[config.mk]
export PLATFORM = sky130hd
export DESIGN_NAME = rlc_lane_regs
export DESIGN_NICKNAME = d
export VERILOG_FILES = /design/src/rtl/rlc_pkg.sv /design/src/rtl/rlc_receiver_detect_control_seq.sv /design/src/rtl/rlc_lane_regs.sv
export SDC_FILE = /design/constraint.sdc
export NUM_CORES = 1
export LEC_CHECK = 0
export BUFFER_PORTS_ARGS = -buffer_cell sky130_fd_sc_hd__buf_2
export CAP_MARGIN = 30
export CORE_MARGIN = 2
export CORE_UTILIZATION = 50
export CTS_CLUSTER_DIAMETER = 150
export DETAILED_ROUTE_END_ITERATION = 7
export GPL_ROUTABILITY_DRIVEN = 0
export PLACE_DENSITY_LB_ADDON = 0.15
export SKIP_LAST_GASP = 1
export SYNTH_ARGS = -nofsm -noshare
export SYNTH_HDL_FRONTEND = slang
export SYNTH_SLANG_ARGS = --single-unit
[constraint.sdc]
create_clock -name CLK_SYS_I -period 6.8 [get_ports CLK_SYS_I]
set_input_delay 1.02 -clock CLK_SYS_I [delete_from_list [all_inputs] [get_ports CLK_SYS_I]]
set_output_delay 1.02 -clock CLK_SYS_I [all_outputs]
set_load 0.01 [all_outputs]
[src/rtl/rlc_pkg.sv]
// Constants and types shared by the lane control register bank
`default_nettype none
package rlc_pkg;
   // Register map, byte offsets on the serial management bus
   localparam logic [7:0] RLC_OFF_GAP_LOW   = 8'h37;
   localparam logic [7:0] RLC_OFF_SD_L6     = 8'h38;
   localparam logic [7:0] RLC_OFF_IDLE_L6   = 8'h39;
   localparam logic [7:0] RLC_OFF_EQ_L6     = 8'h3A;
   localparam logic [7:0] RLC_OFF_SWING_L6  = 8'h3B;
   localparam logic [7:0] RLC_OFF_DEEM_L6   = 8'h3C;
   localparam logic [7:0] RLC_OFF_THR_L6    = 8'h3D;
   localparam logic [7:0] RLC_OFF_GAP_HIGH  = 8'h3E;
   localparam logic [7:0] RLC_OFF_SD_L7     = 8'h3F;
   localparam int         RLC_NUM_REGS      = 9;

   // Reset values
   localparam logic [7:0] RLC_RST_ZERO      = 8'h00;
   localparam logic [7:0] RLC_RST_EQ        = 8'h2F;
   localparam logic [7:0] RLC_RST_SWING     = 8'hAD;
   localparam logic [7:0] RLC_RST_DEEM      = 8'h02;

   // Field positions
   localparam int RLC_BIT_SD_FORCE_OFF      = 2;
   localparam int RLC_BIT_SD_FORCE_ON       = 1;
   localparam int RLC_BIT_IDLE_MANUAL       = 5;
   localparam int RLC_BIT_IDLE_MUTE         = 4;
   localparam int RLC_PROBE_HI              = 3;
   localparam int RLC_PROBE_LO              = 2;
   localparam int RLC_BIT_SHORT_PROT        = 7;
   localparam int RLC_BIT_RATE_SEL          = 6;
   localparam int RLC_SWING_HI              = 2;
   localparam int RLC_BIT_RX_FOUND          = 7;
   localparam int RLC_RATE_DET_HI           = 6;
   localparam int RLC_RATE_DET_LO           = 5;
   localparam int RLC_DEEM_KEEP_HI          = 4;
   localparam int RLC_DEEM_HI               = 2;
   localparam int RLC_THR_ASSERT_HI         = 3;
   localparam int RLC_THR_ASSERT_LO         = 2;
   localparam int RLC_THR_DEASSERT_HI       = 1;

   // Receiver-detect control codes
   localparam logic [1:0] RLC_PROBE_HIZ     = 2'h0;
   localparam logic [1:0] RLC_PROBE_LIMITED = 2'h1;
   localparam logic [1:0] RLC_PROBE_ENDLESS = 2'h2;
   localparam logic [1:0] RLC_PROBE_FIXED   = 2'h3;

   // Receiver-detect timing
   localparam int unsigned RLC_CLK_MHZ        = 250;
   localparam int unsigned RLC_TEST_PERIOD_MS = 12;
   localparam int unsigned RLC_TEST_WINDOW_MS = 600;
   localparam int unsigned RLC_TEST_PERIOD_CYC = RLC_TEST_PERIOD_MS * 1000 * RLC_CLK_MHZ;
   localparam logic [7:0]  RLC_TEST_ATTEMPTS  =
      8'(RLC_TEST_WINDOW_MS / RLC_TEST_PERIOD_MS);

   // Bus slave address, arbitrary value
   localparam logic [6:0] RLC_DEV_ADDR       = 7'h18;

   typedef enum logic [3:0] {
      RLC_SL_IDLE      = 4'h0,
      RLC_SL_ADDR      = 4'h1,
      RLC_SL_ADDR_ACK  = 4'h3,
      RLC_SL_REG       = 4'h2,
      RLC_SL_REG_ACK   = 4'h6,
      RLC_SL_WDATA     = 4'h7,
      RLC_SL_WDATA_ACK = 4'h5,
      RLC_SL_RDATA     = 4'h4,
      RLC_SL_MACK      = 4'hC
   } rlc_slave_state_t;

   typedef enum logic [2:0] {
      RLC_RD_OFF     = 3'h0,
      RLC_RD_SEARCH  = 3'h1,
      RLC_RD_FOUND   = 3'h3,
      RLC_RD_STOPPED = 3'h2,
      RLC_RD_FIXED   = 3'h6
   } rlc_probe_state_t;

   function automatic logic [7:0] rlc_reset_val(input int idx);
      case (idx)
         3:       rlc_reset_val = RLC_RST_EQ;
         4:       rlc_reset_val = RLC_RST_SWING;
         5:       rlc_reset_val = RLC_RST_DEEM;
         default: rlc_reset_val = RLC_RST_ZERO;
      endcase
   endfunction
endpackage
`default_nettype wire

[src/rtl/rlc_receiver_detect_control_seq.sv]
// Receiver-detect sequencer for one lane
`default_nettype none
module rlc_probe_seq
   import rlc_pkg::*;
#(
   parameter int unsigned PERIOD_CYC = rlc_pkg::RLC_TEST_PERIOD_CYC
) (
   input  wire logic       clk_i,
   input  wire logic       rst_i,
   input  wire logic [1:0] mode_i,
   input  wire logic       present_i,
   output logic            term_50_o,
   output logic            test_o,
   output logic            found_o
);
   rlc_probe_state_t state_q;
   logic [1:0]       mode_q;
   logic [31:0]      timer_q;
   logic [7:0]       tries_q;
   logic             restart;

   assign restart = (mode_i != mode_q);

   always_ff @(posedge clk_i or posedge rst_i) begin
      if (rst_i) begin
         mode_q <= RLC_PROBE_HIZ;
      end else begin
         mode_q <= mode_i;
      end
   end

   // Test strobe and attempt count
   always_ff @(posedge clk_i or posedge rst_i) begin
      if (rst_i) begin
         timer_q <= 32'h0;
         tries_q <= 8'h0;
         test_o  <= 1'b0;
      end else if (restart || state_q != RLC_RD_SEARCH) begin
         timer_q <= 32'h0;
         tries_q <= 8'h0;
         test_o  <= 1'b0;
      end else if (timer_q == PERIOD_CYC - 32'd1) begin
         timer_q <= 32'h0;
         tries_q <= tries_q + 8'h1;
         test_o  <= 1'b1;
      end else begin
         timer_q <= timer_q + 32'h1;
         test_o  <= 1'b0;
      end
   end

   always_ff @(posedge clk_i or posedge rst_i) begin
      if (rst_i) begin
         state_q   <= RLC_RD_OFF;
         term_50_o <= 1'b0;
         found_o   <= 1'b0;
      end else if (restart) begin
         found_o <= 1'b0;
         case (mode_i)
            RLC_PROBE_HIZ: begin
               state_q   <= RLC_RD_OFF;
               term_50_o <= 1'b0;
            end
            RLC_PROBE_FIXED: begin
               state_q   <= RLC_RD_FIXED;
               term_50_o <= 1'b1;
            end
            default: begin
               state_q   <= RLC_RD_SEARCH;
               term_50_o <= 1'b0;
            end
         endcase
      end else begin
         case (state_q)
            RLC_RD_SEARCH: begin
               // Result is judged in the same cycle as each test strobe
               if (test_o && present_i) begin
                  state_q   <= RLC_RD_FOUND;
                  term_50_o <= 1'b1;
                  found_o   <= 1'b1;
               end else if (test_o && mode_q == RLC_PROBE_LIMITED &&
                            tries_q == RLC_TEST_ATTEMPTS) begin
                  state_q <= RLC_RD_STOPPED;
               end
            end
            default: begin
               state_q <= state_q;
            end
         endcase
      end
   end
endmodule
`default_nettype wire

[src/rtl/rlc_lane_regs.sv]
// Lane six control bank and lane seven signal-detect force behind a serial management slave
// Functional notes
// - Force-off bit holds signal detect low
// - Force-on bit holds signal detect high
// - Manual idle bit selects force-mute control
// - Manual mute bit one mutes output
// - Detect code 00 keeps input high impedance
// - Code 01 tests every 12 ms, 50 times
// - Code 10 tests every 12 ms endlessly
// - Auto modes terminate 50 ohm after detection
// - Equalizer level eight bits, reset 0x2F
// - Swing bit 7 enables short protection
// - Bit 6 selects older rate class
// - Swing field three bits, default 101
// - Status bit 7 shows receiver found
// - Bits 6:5 report detected rate class
// - De-emphasis field three bits, default 010
// - Assert threshold bits 3:2, default 00
// - Deassert threshold bits 1:0, default 00
`default_nettype none
module rlc_lane_regs
   import rlc_pkg::*;
#(
   parameter int unsigned TEST_PERIOD_CYC = rlc_pkg::RLC_TEST_PERIOD_CYC
) (
   input  wire logic       CLK_SYS_I,
   input  wire logic       RST_I,
   input  wire logic       SMB_SCL_I,
   input  wire logic       SMB_SDA_I,
   output logic            SMB_SDA_O,
   output logic            SMB_SDA_OE_O,
   input  wire logic       RAW_SIGNAL_DETECT_I,
   input  wire logic       RAW_SIGNAL_DETECT_L7_I,
   input  wire logic       RECEIVER_PRESENT_I,
   input  wire logic [1:0] RATE_CLASS_DET_I,
   output logic            SIGNAL_DETECT_O,
   output logic            SIGNAL_DETECT_L7_O,
   output logic            OUTPUT_MUTE_O,
   output logic            TERM_50_O,
   output logic            RX_TEST_O,
   output logic            RECEIVER_FOUND_O,
   output logic [7:0]      EQUALIZER_LEVEL_O,
   output logic            SHORT_PROT_EN_O,
   output logic            RATE_CLASS_LOW_O,
   output logic [2:0]      OUTPUT_SWING_LEVEL_O,
   output logic [2:0]      DEEMPHASIS_LEVEL_O,
   output logic [1:0]      IDLE_ASSERT_TH_O,
   output logic [1:0]      IDLE_DEASSERT_TH_O
);
   logic [2:0]       scl_sync_q;
   logic [2:0]       sda_sync_q;
   logic [1:0]       sd_sync_q;
   logic [1:0]       sd7_sync_q;
   logic [1:0]       present_sync_q;
   logic [1:0]       rate_s1_q;
   logic [1:0]       rate_s2_q;
   logic             scl_rise;
   logic             scl_fall;
   logic             bus_start;
   logic             bus_stop;
   rlc_slave_state_t sl_q;
   logic [3:0]       bit_cnt_q;
   logic [7:0]       shift_q;
   logic [7:0]       ptr_q;
   logic             rw_q;
   logic             oe_q;
   logic             wr_stb_q;
   logic [7:0]       wr_addr_q;
   logic [7:0]       wr_data_q;
   logic [7:0]       regs_q [RLC_NUM_REGS];
   logic [7:0]       rd_val;
   logic             found;
   logic             sd_lane6;

   function automatic logic is_mapped(input logic [7:0] addr);
      is_mapped = (addr >= RLC_OFF_GAP_LOW) && (addr <= RLC_OFF_SD_L7);
   endfunction

   function automatic logic [3:0] reg_index(input logic [7:0] addr);
      logic [7:0] diff;
      diff      = addr - RLC_OFF_GAP_LOW;
      reg_index = diff[3:0];
   endfunction

   // Pins and analog flags come from outside the clock domain
   always_ff @(posedge CLK_SYS_I or posedge RST_I) begin
      if (RST_I) begin
         scl_sync_q     <= 3'h7;
         sda_sync_q     <= 3'h7;
         sd_sync_q      <= 2'h0;
         sd7_sync_q     <= 2'h0;
         present_sync_q <= 2'h0;
         rate_s1_q      <= 2'h0;
         rate_s2_q      <= 2'h0;
      end else begin
         scl_sync_q     <= {scl_sync_q[1:0], SMB_SCL_I};
         sda_sync_q     <= {sda_sync_q[1:0], SMB_SDA_I};
         sd_sync_q      <= {sd_sync_q[0], RAW_SIGNAL_DETECT_I};
         sd7_sync_q     <= {sd7_sync_q[0], RAW_SIGNAL_DETECT_L7_I};
         present_sync_q <= {present_sync_q[0], RECEIVER_PRESENT_I};
         rate_s1_q      <= RATE_CLASS_DET_I;
         rate_s2_q      <= rate_s1_q;
      end
   end

   // Edges only look at the second and third stages
   assign scl_rise  = scl_sync_q[1] & ~scl_sync_q[2];
   assign scl_fall  = ~scl_sync_q[1] & scl_sync_q[2];
   assign bus_start = scl_sync_q[1] & scl_sync_q[2] & ~sda_sync_q[1] & sda_sync_q[2];
   assign bus_stop  = scl_sync_q[1] & scl_sync_q[2] & sda_sync_q[1] & ~sda_sync_q[2];

   // Read view; bits 7:5 of the de-emphasis register are live status
   always_comb begin
      rd_val = 8'h00;
      if (is_mapped(ptr_q)) begin
         rd_val = regs_q[reg_index(ptr_q)];
         if (ptr_q == RLC_OFF_DEEM_L6) begin
            rd_val = {found, rate_s2_q,
                      regs_q[reg_index(RLC_OFF_DEEM_L6)][RLC_DEEM_KEEP_HI:0]};
         end
      end
   end

   // Serial slave; SDA is only ever pulled low, so the data level stays zero
   always_ff @(posedge CLK_SYS_I or posedge RST_I) begin
      if (RST_I) begin
         SMB_SDA_O <= 1'b0;
      end else begin
         SMB_SDA_O <= 1'b0;
      end
   end

   always_ff @(posedge CLK_SYS_I or posedge RST_I) begin
      if (RST_I) begin
         sl_q      <= RLC_SL_IDLE;
         bit_cnt_q <= 4'h0;
         shift_q   <= 8'h00;
         ptr_q     <= 8'h00;
         rw_q      <= 1'b0;
         oe_q      <= 1'b0;
         wr_stb_q  <= 1'b0;
         wr_addr_q <= 8'h00;
         wr_data_q <= 8'h00;
      end else begin
         wr_stb_q <= 1'b0;
         if (bus_stop) begin
            sl_q <= RLC_SL_IDLE;
            oe_q <= 1'b0;
         end else if (bus_start) begin
            sl_q      <= RLC_SL_ADDR;
            bit_cnt_q <= 4'h0;
            oe_q      <= 1'b0;
         end else if (scl_rise) begin
            case (sl_q)
               RLC_SL_ADDR, RLC_SL_REG, RLC_SL_WDATA: begin
                  shift_q   <= {shift_q[6:0], sda_sync_q[1]};
                  bit_cnt_q <= bit_cnt_q + 4'h1;
               end
               RLC_SL_MACK: begin
                  rw_q <= ~sda_sync_q[1];
               end
               default: begin
                  shift_q <= shift_q;
               end
            endcase
         end else if (scl_fall) begin
            case (sl_q)
               RLC_SL_ADDR: begin
                  if (bit_cnt_q == 4'h8) begin
                     if (shift_q[7:1] == RLC_DEV_ADDR) begin
                        rw_q <= shift_q[0];
                        oe_q <= 1'b1;
                        sl_q <= RLC_SL_ADDR_ACK;
                     end else begin
                        sl_q <= RLC_SL_IDLE;
                     end
                  end
               end
               RLC_SL_ADDR_ACK: begin
                  bit_cnt_q <= 4'h0;
                  if (rw_q) begin
                     shift_q <= {rd_val[6:0], 1'b0};
                     oe_q    <= ~rd_val[7];
                     sl_q    <= RLC_SL_RDATA;
                  end else begin
                     oe_q <= 1'b0;
                     sl_q <= RLC_SL_REG;
                  end
               end
               RLC_SL_REG: begin
                  if (bit_cnt_q == 4'h8) begin
                     ptr_q <= shift_q;
                     oe_q  <= 1'b1;
                     sl_q  <= RLC_SL_REG_ACK;
                  end
               end
               RLC_SL_REG_ACK, RLC_SL_WDATA_ACK: begin
                  bit_cnt_q <= 4'h0;
                  oe_q      <= 1'b0;
                  sl_q      <= RLC_SL_WDATA;
               end
               RLC_SL_WDATA: begin
                  if (bit_cnt_q == 4'h8) begin
                     wr_stb_q  <= 1'b1;
                     wr_addr_q <= ptr_q;
                     wr_data_q <= shift_q;
                     ptr_q     <= ptr_q + 8'h01;
                     oe_q      <= 1'b1;
                     sl_q      <= RLC_SL_WDATA_ACK;
                  end
               end
               RLC_SL_RDATA: begin
                  if (bit_cnt_q == 4'h7) begin
                     oe_q  <= 1'b0;
                     ptr_q <= ptr_q + 8'h01;
                     sl_q  <= RLC_SL_MACK;
                  end else begin
                     bit_cnt_q <= bit_cnt_q + 4'h1;
                     oe_q      <= ~shift_q[7];
                     shift_q   <= {shift_q[6:0], 1'b0};
                  end
               end
               RLC_SL_MACK: begin
                  // Master acknowledge asks for the next byte, a NACK ends the read
                  bit_cnt_q <= 4'h0;
                  if (rw_q) begin
                     shift_q <= {rd_val[6:0], 1'b0};
                     oe_q    <= ~rd_val[7];
                     sl_q    <= RLC_SL_RDATA;
                  end else begin
                     sl_q <= RLC_SL_IDLE;
                  end
               end
               default: begin
                  sl_q <= RLC_SL_IDLE;
               end
            endcase
         end
      end
   end

   assign SMB_SDA_OE_O = oe_q;

   // Register storage; unmapped offsets swallow writes
   for (genvar gi = 0; gi < RLC_NUM_REGS; gi++) begin : g_reg
      always_ff @(posedge CLK_SYS_I or posedge RST_I) begin
         if (RST_I) begin
            regs_q[gi] <= rlc_reset_val(gi);
         end else if (wr_stb_q && is_mapped(wr_addr_q) &&
                      reg_index(wr_addr_q) == 4'(gi)) begin
            regs_q[gi] <= wr_data_q;
         end
      end
   end

   rlc_probe_seq #(
      .PERIOD_CYC (TEST_PERIOD_CYC)
   ) u_probe (
      .clk_i     (CLK_SYS_I),
      .rst_i     (RST_I),
      .mode_i    (regs_q[reg_index(RLC_OFF_IDLE_L6)][RLC_PROBE_HI:RLC_PROBE_LO]),
      .present_i (present_sync_q[1]),
      .term_50_o (TERM_50_O),
      .test_o    (RX_TEST_O),
      .found_o   (found)
   );

   assign RECEIVER_FOUND_O = found;

   // Force-off wins over force-on when both are set
   assign sd_lane6 = regs_q[reg_index(RLC_OFF_SD_L6)][RLC_BIT_SD_FORCE_OFF] ? 1'b0 :
                     regs_q[reg_index(RLC_OFF_SD_L6)][RLC_BIT_SD_FORCE_ON]  ? 1'b1 :
                     sd_sync_q[1];

   always_ff @(posedge CLK_SYS_I or posedge RST_I) begin
      if (RST_I) begin
         SIGNAL_DETECT_O    <= 1'b0;
         SIGNAL_DETECT_L7_O <= 1'b0;
      end else begin
         SIGNAL_DETECT_O    <= sd_lane6;
         if (regs_q[reg_index(RLC_OFF_SD_L7)][RLC_BIT_SD_FORCE_OFF]) begin
            SIGNAL_DETECT_L7_O <= 1'b0;
         end else if (regs_q[reg_index(RLC_OFF_SD_L7)][RLC_BIT_SD_FORCE_ON]) begin
            SIGNAL_DETECT_L7_O <= 1'b1;
         end else begin
            SIGNAL_DETECT_L7_O <= sd7_sync_q[1];
         end
      end
   end

   // Automatic idle mutes while no signal is detected
   always_ff @(posedge CLK_SYS_I or posedge RST_I) begin
      if (RST_I) begin
         OUTPUT_MUTE_O <= 1'b1;
      end else if (regs_q[reg_index(RLC_OFF_IDLE_L6)][RLC_BIT_IDLE_MANUAL]) begin
         OUTPUT_MUTE_O <= regs_q[reg_index(RLC_OFF_IDLE_L6)][RLC_BIT_IDLE_MUTE];
      end else begin
         OUTPUT_MUTE_O <= ~sd_lane6;
      end
   end

   // Analog settings come straight off the stored bytes; they override the pins
   assign EQUALIZER_LEVEL_O    = regs_q[reg_index(RLC_OFF_EQ_L6)];
   assign SHORT_PROT_EN_O      = regs_q[reg_index(RLC_OFF_SWING_L6)][RLC_BIT_SHORT_PROT];
   assign RATE_CLASS_LOW_O     = regs_q[reg_index(RLC_OFF_SWING_L6)][RLC_BIT_RATE_SEL];
   assign OUTPUT_SWING_LEVEL_O = regs_q[reg_index(RLC_OFF_SWING_L6)][RLC_SWING_HI:0];
   assign DEEMPHASIS_LEVEL_O   = regs_q[reg_index(RLC_OFF_DEEM_L6)][RLC_DEEM_HI:0];
   assign IDLE_ASSERT_TH_O     =
      regs_q[reg_index(RLC_OFF_THR_L6)][RLC_THR_ASSERT_HI:RLC_THR_ASSERT_LO];
   assign IDLE_DEASSERT_TH_O   =
      regs_q[reg_index(RLC_OFF_THR_L6)][RLC_THR_DEASSERT_HI:0];
endmodule
`default_nettype wire

==> flow_summary.json <==
{
  "hold_path.class": "reg -> reg",
  "io_pins": 37,
  "total_power_mw": 2.21,
  "clock_path_buffers": 2,
  "p_sw_mw": 0.542,
  "cts_tree": "done",
  "hold_violations": 0,
  "place.port_buffers": 35,
  "hold-path-cell-count": 0,
  "crit_arrival_ns": 3.19,
  "cts-buffers-inserted": 17,
  "crit_buf_inv": 2,
  "start_kind": "flip-flop",
  "grt_overflow": 0,
  "worstPathCellList": "buf_4, inv_1, ha_1, mux4_2, mux2i_1, nor3_1, a221oi_1, o221ai_1",
  "r2r_start": "ptr_q[0]",
  "fin_cells": 1032,
  "synthArstFlopShare": 1.00,
  "ys_types": 77,
  "grt_pass1_vias": 6170,
  "final_util": 0.551,
  "postCtsSetupRepairBufs": 0,
  "crit_path_end_kind": "flip-flop",
  "diodes": 0,
  "mappedNetlistArea_sq_um": 9190,
  "status": "finished, final reports clean",
  "min_to": "sd_sync_q[1]",
  "yosysSeqAreaShare": 0.498,
  "avgSynthCellArea_sq_um": 11.6,
  "crit_type": "reg -> reg",
  "cp_data_required_time_ns": 7.10,
  "power_density_nw_per_um2": 222,
  "setup_viol": 0,
  "drt_iter0_drc": 392,
  "clk_latency_ns": 0.43,
  "yosysWarnings": 0,
  "final.period_utilization": 0.424,
  "netlist.area_leader.share": 0.447,
  "ir_drop_mv": 0.173,
  "rr_endpoint": "shift_q[5]",
  "vias": 6157,
  "power.internal_mw": 1.67,
  "placed_cells": 1000,
  "grt_max_degree": 96,
  "cts-resized-gates": 0,
  "fin_nets": 810,
  "power.share.sequential": 0.511,
  "path_delay_family": "adder cells",
  "worst_pin_slew_ns": 0.976,
  "synth_seq_cells": 182,
  "n_fill_cell": 1502,
  "path_clk_slew_ns": 0.07,
  "dieHeight_microns": 140,
  "synthTopCellsByArea": "dfrtp_1 (45%), mux2_2 (11%), dfstp_2 (5.1%)",
  "synth-edff-count": 0,
  "clockPowerShare": 0.443,
  "cts_hold_buf": 0,
  "core_area_sq_um": 18000,
  "die_area_sq_um": 19500,
  "ys.flop_type": "dfrtp_1",
  "post_drt_wl_per_cell_microns": 19.4,
  "rsz0062_at_grt": "no",
  "slowest_delay_ns": 0.84,
  "drc": 0,
  "final_antenna_net_count": 0,
  "combPwrFrac": 0.046,
  "setup_tns_ns": 0,
  "r2r_cells": 8,
  "synth_nets": 814,
  "cts_root_buffer": "clkbuf_16",
  "place_ws_ns": 3.88,
  "path_max_fanout": 23,
  "min-delay-start": "sd_sync_q[0]",
  "drive_above_1_share": 0.274,
  "cts_max_level": 4,
  "reg2reg_slack_ns": 3.91,
  "die_w_microns": 140,
  "drv_slew": 0,
  "max_freq_mhz": 346,
  "p_leak_nw": 4.31,
  "rows": 49,
  "initial_core_util": 0.510,
  "grt_use_total": 0.213,
  "dr.pass1.iters": 5,
  "antenna_found_initial": 0,
  "cp_slowest_cell": "ha_1",
  "grt_pass1_wl_microns": 33000,
  "skew_ns": 0.0116,
  "hpwl_microns": 13700,
  "cap_violations": 0,
  "relSlewSlack": 0.346,
  "syn2layout_area_growth_pct": 8.10,
  "fin_crit_ns": 2.89,
  "vias_per_cell": 5.97,
  "syn_inst": 794,
  "synth_largest_area_cell": "dfrtp_1",
  "swShare": 0.245,
  "numClockSinks": 182,
  "wl_microns": 20000,
  "layout_setup_ws_ns": 3.91
}
how the worst max path moves through the flow:
| stage | from | endpoint | slack, ns | cells past startpoint |
|---|---|---|---|---|
| 3_3_place_gp | ptr_q[0] | SMB_SDA_OE_O | 3.69 | 7 |
| 4_1_cts | ptr_q[0] | shift_q[1] | 3.88 | 8 |
| 5_1_grt | ptr_q[0] | shift_q[5] | 3.66 | 8 |
| 2_1_floorplan | RST_I | DEEMPHASIS_LEVEL_O[0] | 0.87 | 1 |
| 6_report | ptr_q[0] | shift_q[5] | 3.91 | 8 |
| 3_5_place_dp | ptr_q[0] | shift_q[1] | 3.88 | 8 |
cells by family (layout without fill, tap and decap cells):
kind of cell | count (synthesis) | after routing | share of synthesized area
and+or+nand+nor | 247 | 247 | 0.147
other | 1 | 1 | 0.000408
xor gates and xnor gates | 43 | 43 | 0.0418
muxes | 123 | 123 | 0.165
AOI/OAI and AO/OA | 97 | 97 | 0.0807
buffers and inverters | 90 | 99 | 0.0523
DFF | 182 | 182 | 0.498
adders and majority gates | 11 | 11 | 0.0150
cells in the mapped netlist, types with 18 or more instances:
master / instances
dfrtp_1: 164
buf_4: 23
inv_1: 24
nor2_1: 68
nor3_1: 25
dfstp_2: 18
xor2_1: 21
nand2_1: 36
xnor2_1: 21
o21ai_0: 19
mux2_2: 90
mux2i_1: 19
nand3_1: 20
power groups by stage:
stage | clock network (mW) | logic [mW] | registers [mW]
finish | 0.979 | 0.102 | 1.13
global route | 1.05 | 0.116 | 1.13
CTS | 1.00 | 0.104 | 1.13
detailed placement | 0 | 0.103 | 1.15
global placement | 0 | 0.0960 | 1.15
floorplan | 0 | 0.0831 | 1.14
state kept, by name, indices dropped and copies added, names as in the netlist, 3 cells and up:
register and flops:
regs_q 52, u_probe.timer_q 32, EQUALIZER_LEVEL_O 8, ptr_q 8, shift_q 8, u_probe.tries_q 8
wr_addr_q 8, wr_data_q 8, bit_cnt_q 4, sl_q 4, DEEMPHASIS_LEVEL_O 3, OUTPUT_SWING_LEVEL_O 3
scl_sync_q 3, sda_sync_q 3, u_probe.state_q 3
metal layers:
metal | up-vias | part of all wire | track usage
li1 | 2846 | - | -
met1 | 3141 | 0.47 | 0.308
met2 | 144 | 0.47 | 0.328
met3 | 26 | 0.041 | 0.0461
met4 | 0 | 0.018 | 0.0616
met5 | - | 0 | 0
through the flow:
stage / hold slack [ns] / instance area, sq um
global placement: 0.334 / 9290
floorplan: 0.331 / 9190
global route: 0.360 / 9940
CTS: 0.352 / 9940
finish: 0.350 / 9940
detailed placement: 0.335 / 9360
cells in the final DEF, fill, tap and decap left out, types with 9 or more instances in the layout:
cell and n:
o21ai_0 19, dfstp_2 18, clkbuf_16 17, dfrtp_1 164, mux2i_1 19, buf_2 35, nand3_1 20, xor2_1 21
ha_1 11, nand4_1 15, xnor2_1 21, a221oi_1 9, nand2_1 36, inv_1 23, a21oi_1 14, and3_1 14
mux2_2 90, nor2_1 68, nor4_1 9, mux4_2 14, nor3_1 25
cell type report:
cell class / count / area [sq um] / area share
Sequential cell: 182 / 4580 / 0.461
Multi-Input combinational cell: 522 / 4130 / 0.416
Clock buffer: 18 / 439 / 0.0442
Tap cell: 229 / 287 / 0.0288
Timing Repair Buffer: 43 / 263 / 0.0264
Clock inverter: 14 / 141 / 0.0142
Inverter: 24 / 95.1 / 0.00957
Note: power is estimated with default switching activity, not from simulation.
